$ cat src/design/tcps_map.svh
`ifndef TCPS_MAP_SVH
`define TCPS_MAP_SVH

// port count, synchroniser width and event counter width
`define TCPS_NPORT        3
`define TCPS_SYNC_W       14
`define TCPS_CNT_W        8

// last strap capture count after reset release; the capture window is this count plus one cycle
`define TCPS_STRAP_CYC    2'h3
`define TCPS_STRAP_CNT_W  2

// apb register byte offsets
`define TCPS_ADDR_W       8
`define TCPS_OFF_CTRL     8'h00
`define TCPS_OFF_STAT     8'h04
`define TCPS_OFF_RAW      8'h08
`define TCPS_OFF_CNT      8'h0c

// ctrl fields
`define TCPS_CTRL_DIS_LSB 0

// stat fields
`define TCPS_STAT_A_LSB   0
`define TCPS_STAT_B_LSB   3
`define TCPS_STAT_MODE    6
`define TCPS_STAT_POL     7
`define TCPS_STAT_RUN     8

// raw fields
`define TCPS_RAW_ATT_LSB  0
`define TCPS_RAW_ORI_LSB  3
`define TCPS_RAW_OA_LSB   6
`define TCPS_RAW_OB_LSB   9

// reset values
`define TCPS_RST_DIS      3'h0
`define TCPS_RST_POL      1'h0
`define TCPS_RST_MODE     1'h0

`endif

$ cat src/design/tcps_pkg.sv
`include "tcps_map.svh"
package tcps_pkg;

  typedef enum logic [1:0] {
    TCPS_PH_LATCH = 2'h1,
    TCPS_PH_RUN   = 2'h2
  } tcps_phase_e;

  typedef struct packed {
    tcps_phase_e                               phase;
    logic [`TCPS_STRAP_CNT_W-1:0]              strap_cnt;
    logic                                      pol;
    logic                                      mode;
    logic [`TCPS_NPORT-1:0]                    dis;
    logic [`TCPS_NPORT-1:0]                    conn_prev;
    logic [`TCPS_NPORT*`TCPS_CNT_W-1:0]        cnt;
    logic [`TCPS_NPORT-1:0]                    phy_a;
    logic [`TCPS_NPORT-1:0]                    phy_b;
    logic                                      pready;
    logic                                      pslverr;
    logic [31:0]                               prdata;
  } tcps_state_s;

endpackage : tcps_pkg

$ cat src/design/tcps_sync.sv
`timescale 1ns/1ps
module tcps_sync #(
  parameter int WIDTH = 1
) (
  // clock and reset
  input  wire logic             clk_sys,
  input  wire logic             rst_n,
  // data
  input  wire logic [WIDTH-1:0] d_in,
  output logic      [WIDTH-1:0] q_out
);

  typedef struct packed {
    logic [WIDTH-1:0] s2;
    logic [WIDTH-1:0] s1;
  } tcps_sync_s;

  tcps_sync_s sync_reg;
  tcps_sync_s sync_next;

  // first stage feeds only the second stage
  always_comb begin
    sync_next    = sync_reg;
    sync_next.s1 = d_in;
    sync_next.s2 = sync_reg.s1;
  end

  always_ff @(posedge clk_sys) begin
    if (!rst_n) begin
      sync_reg <= '0;
    end else begin
      sync_reg <= sync_next;
    end
  end

  assign q_out = sync_reg.s2;

endmodule : tcps_sync

$ cat src/design/tcps_top.sv
`timescale 1ns/1ps
`include "tcps_map.svh"
// Contract
// - mode 2, B attach enables PHY B (the code enables PHY B only while A attach is low; A attach wins)
// - mode 2, no attach keeps PHY off
// - polarity strap low, inputs active high
// - polarity strap high, inputs active low
// - mode strap low selects mode 1
// - mode strap high selects mode 2
// - polarity strap defaults low when open
// - mode strap defaults to mode 1 when open
// - mode 1 attach switches port PHY on/off
// - mode 1 orientation 1 selects B, 0 A
// - mode 2, A attach enables PHY A
module tcps_top (
  // clock and reset
  input  wire logic                        clk_sys,
  input  wire logic                        rst_n,
  // mode 1 detector inputs
  input  wire logic [`TCPS_NPORT-1:0]      attach_in,
  input  wire logic [`TCPS_NPORT-1:0]      orientation_sel_in,
  // mode 2 detector inputs
  input  wire logic [`TCPS_NPORT-1:0]      orient_a_attach_in,
  input  wire logic [`TCPS_NPORT-1:0]      orient_b_attach_in,
  // straps
  input  wire logic                        input_polarity_strap,
  input  wire logic                        control_mode_strap,
  // apb slave
  input  wire logic [`TCPS_ADDR_W-1:0]     paddr,
  input  wire logic                        psel,
  input  wire logic                        penable,
  input  wire logic                        pwrite,
  input  wire logic [31:0]                 pwdata,
  input  wire logic [3:0]                  pstrb,
  output logic      [31:0]                 prdata,
  output logic                             pready,
  output logic                             pslverr,
  // phy enables
  output logic      [`TCPS_NPORT-1:0]      phy_a_en,
  output logic      [`TCPS_NPORT-1:0]      phy_b_en
);

  // inverts a port vector when inputs are active low
  function automatic logic [`TCPS_NPORT-1:0] tcps_norm(
    input logic [`TCPS_NPORT-1:0] raw,
    input logic                   pol
  );
    return raw ^ {`TCPS_NPORT{pol}};
  endfunction : tcps_norm

  // register address match
  function automatic logic tcps_hit(
    input logic [`TCPS_ADDR_W-1:0] addr,
    input logic [`TCPS_ADDR_W-1:0] off
  );
    return addr == off;
  endfunction : tcps_hit

  tcps_pkg::tcps_state_s st_reg;
  tcps_pkg::tcps_state_s st_next;

  logic [`TCPS_SYNC_W-1:0] sync_q;
  logic [`TCPS_NPORT-1:0]  att_s;
  logic [`TCPS_NPORT-1:0]  ori_s;
  logic [`TCPS_NPORT-1:0]  oa_s;
  logic [`TCPS_NPORT-1:0]  ob_s;
  logic                    pol_s;
  logic                    mode_s;
  logic [`TCPS_NPORT-1:0]  att_n;
  logic [`TCPS_NPORT-1:0]  ori_n;
  logic [`TCPS_NPORT-1:0]  oa_n;
  logic [`TCPS_NPORT-1:0]  ob_n;
  logic [`TCPS_NPORT-1:0]  req_a;
  logic [`TCPS_NPORT-1:0]  req_b;
  logic [`TCPS_NPORT-1:0]  conn;
  logic                    apb_acc;
  logic                    apb_wr;
  logic                    apb_map;

  // every detector input and strap crosses two flops
  tcps_sync #(
    .WIDTH (`TCPS_SYNC_W)
  ) u_sync (
    .clk_sys (clk_sys),
    .rst_n   (rst_n),
    .d_in    ({control_mode_strap, input_polarity_strap,
               orient_b_attach_in, orient_a_attach_in,
               orientation_sel_in, attach_in}),
    .q_out   (sync_q)
  );

  assign att_s  = sync_q[`TCPS_NPORT-1:0];
  assign ori_s  = sync_q[2*`TCPS_NPORT-1:`TCPS_NPORT];
  assign oa_s   = sync_q[3*`TCPS_NPORT-1:2*`TCPS_NPORT];
  assign ob_s   = sync_q[4*`TCPS_NPORT-1:3*`TCPS_NPORT];
  assign pol_s  = sync_q[4*`TCPS_NPORT];
  assign mode_s = sync_q[4*`TCPS_NPORT+1];

  // normalise to active high with the latched polarity
  assign att_n = tcps_norm(att_s, st_reg.pol);
  assign ori_n = tcps_norm(ori_s, st_reg.pol);
  assign oa_n  = tcps_norm(oa_s, st_reg.pol);
  assign ob_n  = tcps_norm(ob_s, st_reg.pol);

  // per-port phy request decode
  for (genvar p = 0; p < `TCPS_NPORT; p++) begin : g_port
    always_comb begin
      if (st_reg.mode) begin
        // mode 2 uses only the per-orientation attach inputs
        req_a[p] = oa_n[p];
        req_b[p] = ob_n[p] & ~oa_n[p];
      end else begin
        // mode 1 uses attach gated orientation
        req_a[p] = att_n[p] & ~ori_n[p];
        req_b[p] = att_n[p] & ori_n[p];
      end
    end
    assign conn[p] = req_a[p] | req_b[p];
  end

  // apb phases
  assign apb_acc = psel & penable & ~st_reg.pready;
  assign apb_wr  = psel & penable & pwrite & st_reg.pready & ~st_reg.pslverr;
  assign apb_map = tcps_hit(paddr, `TCPS_OFF_CTRL) | tcps_hit(paddr, `TCPS_OFF_STAT) |
                   tcps_hit(paddr, `TCPS_OFF_RAW) | tcps_hit(paddr, `TCPS_OFF_CNT);

  always_comb begin
    st_next = st_reg;

    // strap capture after reset release, then run
    case (st_reg.phase)
      tcps_pkg::TCPS_PH_LATCH: begin
        st_next.pol  = pol_s;
        st_next.mode = mode_s;
        if (st_reg.strap_cnt == `TCPS_STRAP_CYC) begin
          st_next.phase = tcps_pkg::TCPS_PH_RUN;
        end else begin
          st_next.strap_cnt = st_reg.strap_cnt + `TCPS_STRAP_CNT_W'(1);
        end
      end
      tcps_pkg::TCPS_PH_RUN: begin
        st_next.phase = tcps_pkg::TCPS_PH_RUN;
      end
      default: begin
        st_next.phase     = tcps_pkg::TCPS_PH_LATCH;
        st_next.strap_cnt = '0;
      end
    endcase

    // phy enables, held off until straps are settled
    if (st_reg.phase == tcps_pkg::TCPS_PH_RUN) begin
      st_next.phy_a     = req_a & ~st_reg.dis;
      st_next.phy_b     = req_b & ~st_reg.dis;
      st_next.conn_prev = conn;
    end else begin
      st_next.phy_a     = '0;
      st_next.phy_b     = '0;
      st_next.conn_prev = '0;
    end

    // register writes complete on the edge that sees pready high
    if (apb_wr && tcps_hit(paddr, `TCPS_OFF_CTRL) && pstrb[0]) begin
      st_next.dis = pwdata[`TCPS_CTRL_DIS_LSB +: `TCPS_NPORT];
    end

    // connect event counters, a new event in the clear cycle is counted after the clear, leaving 1
    for (int i = 0; i < `TCPS_NPORT; i++) begin
      if (apb_wr && tcps_hit(paddr, `TCPS_OFF_CNT) && pstrb[0] && pwdata[i]) begin
        st_next.cnt[i*`TCPS_CNT_W +: `TCPS_CNT_W] = '0;
      end
      if (st_reg.phase == tcps_pkg::TCPS_PH_RUN && conn[i] && !st_reg.conn_prev[i]) begin
        st_next.cnt[i*`TCPS_CNT_W +: `TCPS_CNT_W] =
          st_next.cnt[i*`TCPS_CNT_W +: `TCPS_CNT_W] + `TCPS_CNT_W'(1);
      end
    end

    // access phase: one wait state, then ready with data
    st_next.pready  = apb_acc;
    st_next.pslverr = 1'b0;
    st_next.prdata  = '0;
    if (apb_acc) begin
      st_next.pslverr = ~apb_map;
      if (!pwrite) begin
        if (tcps_hit(paddr, `TCPS_OFF_CTRL)) begin
          st_next.prdata[`TCPS_CTRL_DIS_LSB +: `TCPS_NPORT] = st_reg.dis;
        end
        if (tcps_hit(paddr, `TCPS_OFF_STAT)) begin
          st_next.prdata[`TCPS_STAT_A_LSB +: `TCPS_NPORT] = st_reg.phy_a;
          st_next.prdata[`TCPS_STAT_B_LSB +: `TCPS_NPORT] = st_reg.phy_b;
          st_next.prdata[`TCPS_STAT_MODE] = st_reg.mode;
          st_next.prdata[`TCPS_STAT_POL]  = st_reg.pol;
          st_next.prdata[`TCPS_STAT_RUN]  = (st_reg.phase == tcps_pkg::TCPS_PH_RUN);
        end
        if (tcps_hit(paddr, `TCPS_OFF_RAW)) begin
          st_next.prdata[`TCPS_RAW_ATT_LSB +: `TCPS_NPORT] = att_n;
          st_next.prdata[`TCPS_RAW_ORI_LSB +: `TCPS_NPORT] = ori_n;
          st_next.prdata[`TCPS_RAW_OA_LSB +: `TCPS_NPORT]  = oa_n;
          st_next.prdata[`TCPS_RAW_OB_LSB +: `TCPS_NPORT]  = ob_n;
        end
        if (tcps_hit(paddr, `TCPS_OFF_CNT)) begin
          st_next.prdata[`TCPS_NPORT*`TCPS_CNT_W-1:0] = st_reg.cnt;
        end
      end
    end
  end

  always_ff @(posedge clk_sys) begin
    if (!rst_n) begin
      st_reg           <= '0;
      st_reg.phase     <= tcps_pkg::TCPS_PH_LATCH;
      st_reg.pol       <= `TCPS_RST_POL;
      st_reg.mode      <= `TCPS_RST_MODE;
      st_reg.dis       <= `TCPS_RST_DIS;
    end else begin
      st_reg <= st_next;
    end
  end

  // outputs straight from flops
  assign prdata   = st_reg.prdata;
  assign pready   = st_reg.pready;
  assign pslverr  = st_reg.pslverr;
  assign phy_a_en = st_reg.phy_a;
  assign phy_b_en = st_reg.phy_b;

endmodule : tcps_top
$ cat config.mk
export PLATFORM = sky130hd
export DESIGN_NAME = tcps_top
export DESIGN_NICKNAME = d
export VERILOG_FILES = /design/src/design/tcps_pkg.sv /design/src/design/tcps_sync.sv /design/src/design/tcps_top.sv
export VERILOG_INCLUDE_DIRS = /design/src /design/src/design
export SDC_FILE = /design/constraint.sdc
export NUM_CORES = 1
export LEC_CHECK = 0
export BUFFER_PORTS_ARGS = -buffer_cell sky130_fd_sc_hd__buf_2
export CORE_ASPECT_RATIO = 0.9
export CORE_MARGIN = 2
export CORE_UTILIZATION = 55
export DETAILED_ROUTE_END_ITERATION = 10
export PLACE_DENSITY = 0.82
export SETUP_SLACK_MARGIN = 0.5
export SYNTH_ARGS = -nofsm -noshare
export SYNTH_HDL_FRONTEND = slang
export SYNTH_SLANG_ARGS = --single-unit
$ cat constraint.sdc
create_clock -name clk_sys -period 3.3 [get_ports clk_sys]
set_input_delay 0.33 -clock clk_sys [delete_from_list [all_inputs] [get_ports clk_sys]]
set_output_delay 0.33 -clock clk_sys [all_outputs]
set_load 0.005 [all_outputs]
==> metrics.csv <==
stage,metric,value,unit
outcome,status,"finished, final reports clean",
placed_design,port_buffers,62,
drt,drc,0,
drt,drtIter0Drc,238,
clock_tree,cts-root-buf,clkbuf_8,
logic_synthesis,synth_ff_type,dfxtp_1,
grt,grt_overflow,0,
sta,finalCritPeriodShare,73.75,%
setup_path,reg2reg_depth,4,
finish,stdcell_count,593,
pwr,p_per_area,490.3,nW/um^2
logic_synthesis,synthArstFlopShare,0,%
logic_synthesis,synth.cell_area,4280,sq um
floorplan,die_w,96.99,microns
floorplan,die_area,8505,sq um
logic_synthesis,synth_cells,471,
hold_path,hp-class,in -> reg,
hold_path,min_to,u_sync.sync_next[20],
clock_tree,clock-sinks,96,
clock_tree,post_cts_buffers,0,
drt,drt_wl_total,8.297,mm
logic_synthesis,ys_types,50,
finish,area_growth,6.285,%
hold_path,hold_start,orient_a_attach_in[0],
grt,grt_pass1_wl,13.39,mm
clock_tree,holdBufCountCts,0,
sta,slew_violations,0,
sta,finalHoldViolations,0,
sta,tightest_slew,1.005,ns
pwr,leakage,1.854,nW
grt,grt_pass1_vias,2993,
clock_tree,path_clk_slew,0.09,ns
clock_tree,cts_tree,yes,
job,maxCapViolCount,0,
floorplan,core-area,7545,sq um
floorplan,pin_count,103,
setup_path,worstSetupPathType,reg -> reg,
placed_design,place_inst,577,
finish,n_fill_cell,662,
clock_tree,clk_latency,0.37,ns
finish,multiInputGateArea,1951,sq um
setup_path,reg2reg_from,st_reg[70],
pwr,ir_drop,0.3789,mV
finish,largest_reg_flops,36,
sta,fmax,410.9,MHz
floorplan,initial_utilization,56.73,%
clock_tree,cts_inserted_buffers,9,
setup_path,critical_path_required,3.60,ns
sta,slew_headroom,32.92,%
drt,wl_per_cell,13.99,microns
sta,rsz0062_at_grt,false,
drt,first_pass_iters,4,
placed_design,place.gp.congestion,0.8334,
floorplan,rows,30,
logic_synthesis,ys_ff_latch,96,
floorplan,fp.dieH,87.69,microns
finish,diodes,0,
clock_tree,cts_buffer_depth,2,
placed_design,post-dp-hpwl,5.963,mm
finish,final_common_cell,dfxtp_1,
logic_synthesis,syn_area_per_cell,9.088,sq um
finish,drive_above_1_share,18.91,%
setup_path,rrSetupSlack,0.87,ns
finish,nNetsFinal,560,
setup_path,worstSetupStartpointType,flop,
finish,seqCellArea,1923,sq um
grt,grt_max_degree,38,
sta,final.setup.tns,0,ns
setup_path,r2r-end,st_reg[60],
drt,via_per_inst,5.636,
grt,antenna_found_initial,0,
hold_path,worstHoldPathCells,2,
logic_synthesis,ys_seq_area_share,44.90,%
sta,period_needed,2.434,ns
drt,num_vias,3342,
sta,clock_skew,0.01219,ns
clock_tree,post_cts_resized,0,
finish,final_cell_mix,"dfxtp_1, buf_2, and2_1",
sta,setup_violations,0,
clock_tree,htreeDepth,3,
logic_synthesis,synth_edf_count,0,
grt,track_usage,19.36,%
sta,holdWs,0.1619,ns
setup_path,path_max_fanout,24,
setup_path,end_kind,flop,
logic_synthesis,ys_warn_count,0,
drt,drtAntennaViolNets,0,
setup_path,worst_ep_arrival_time,2.74,ns
-- cells by family (layout without fill, tap and decap cells) --
family	after synthesis	after routing	share of synthesized area, %
AND/OR/NAND/NOR	186	186	24.64
flip-flops	96	96	44.90
AO/OA/AOI/OAI	92	92	14.65
buffers and inverters	73	92	10.14
XOR/XNOR	13	13	2.660
adder cells (fa/ha/maj)	5	5	1.462
multiplexers	5	5	1.462
other	1	8	0.08761
-- cell usage after synthesis, types with 2 or more instances --
master / count / area, sq um
nor2b_1: 13 / 81.33
inv_1: 12 / 45.04
buf_4: 41 / 307.8
a32oi_1: 3 / 26.28
or4_1: 8 / 60.06
a2111oi_2: 2 / 30.03
nand2b_1: 3 / 18.77
nor3_1: 2 / 10.01
or4b_2: 3 / 30.03
o31ai_1: 6 / 45.04
o2111ai_1: 3 / 26.28
and2_1: 45 / 281.5
nand4_1: 10 / 62.56
o211ai_1: 6 / 45.04
nand3_1: 18 / 90.09
a211o_1: 2 / 17.52
dfxtp_1: 96 / 1922
and3_1: 4 / 25.02
or2_2: 5 / 31.28
buf_2: 5 / 25.02
nand2_1: 11 / 41.29
mux2i_1: 4 / 40.04
nor2_1: 40 / 150.1
a21o_1: 3 / 22.52
a2111oi_0: 5 / 43.79
or3_1: 10 / 62.56
nor4_1: 7 / 43.79
ha_1: 5 / 62.56
xor2_1: 12 / 105.1
o21ai_0: 14 / 70.07
clkbuf_1: 15 / 56.30
a221oi_1: 5 / 43.79
a211oi_1: 2 / 15.01
a21oi_1: 35 / 175.2
-- worst max-delay path by stage --
stage                from    endpoint  slack (ns)  depth (start not counted)
4_1_cts        st_reg[71]  st_reg[46]        0.61                          5
6_report       st_reg[70]  st_reg[60]        0.87                          4
3_5_place_dp     paddr[3]  st_reg[49]        0.60                          8
3_3_place_gp     paddr[3]  st_reg[49]        0.68                          8
5_1_grt        st_reg[70]  st_reg[60]        0.66                          4
2_1_floorplan    paddr[3]  st_reg[49]        1.10                          8
-- layout make-up --
type	count	area share [%]
clock buffers	9	2.723
clock inverters	7	1.348
inverters	12	0.9901
multi-input cells	309	42.88
flip-flops and latches	96	42.27
well taps	96	2.640
repair buffers	64	7.151
-- power by group --
| part | internal (mW) | leakage [nW] | switching, mW |
|---|---|---|---|
| logic | 0.115 | 0.984 | 0.147 |
| registers | 1.20 | 0.781 | 0.0442 |
| clock network | 0.288 | 0.0888 | 0.434 |
-- per-layer routing --
layer	vias up	global-route usage, %	routed length, microns
met4	0	7.042	133
met3	15	6.225	521
li1	1657	-	-
met5	-	0	0
met2	120	32.58	3901
met1	1550	23.67	3740
-- critical path, stage by stage, from the launching register on --
cell	delay, ns
dfxtp_1	0.84
or4b_2	0.67
o2111ai_1	0.47
o21ai_0	0.22
a21oi_1	0.17
-- through the flow --
| step | area [sq um] | total power [mW] | worst slack, ns | util (%) |
|---|---|---|---|---|
| 2_1_floorplan | 4307 | 1.471 | 1.100 | - |
| 3_3_place_gp | 4363 | 1.511 | 0.6839 | 57.83 |
| 3_5_place_dp | 4363 | 1.530 | 0.6046 | 57.83 |
| 4_1_cts | 4548 | 2.246 | 0.6052 | 60.28 |
| 5_1_grt | 4549 | 2.332 | 0.6563 | 60.30 |
| 6_report | 4549 | 2.230 | 0.8662 | 60.30 |
(Power assumes the default switching activity.)
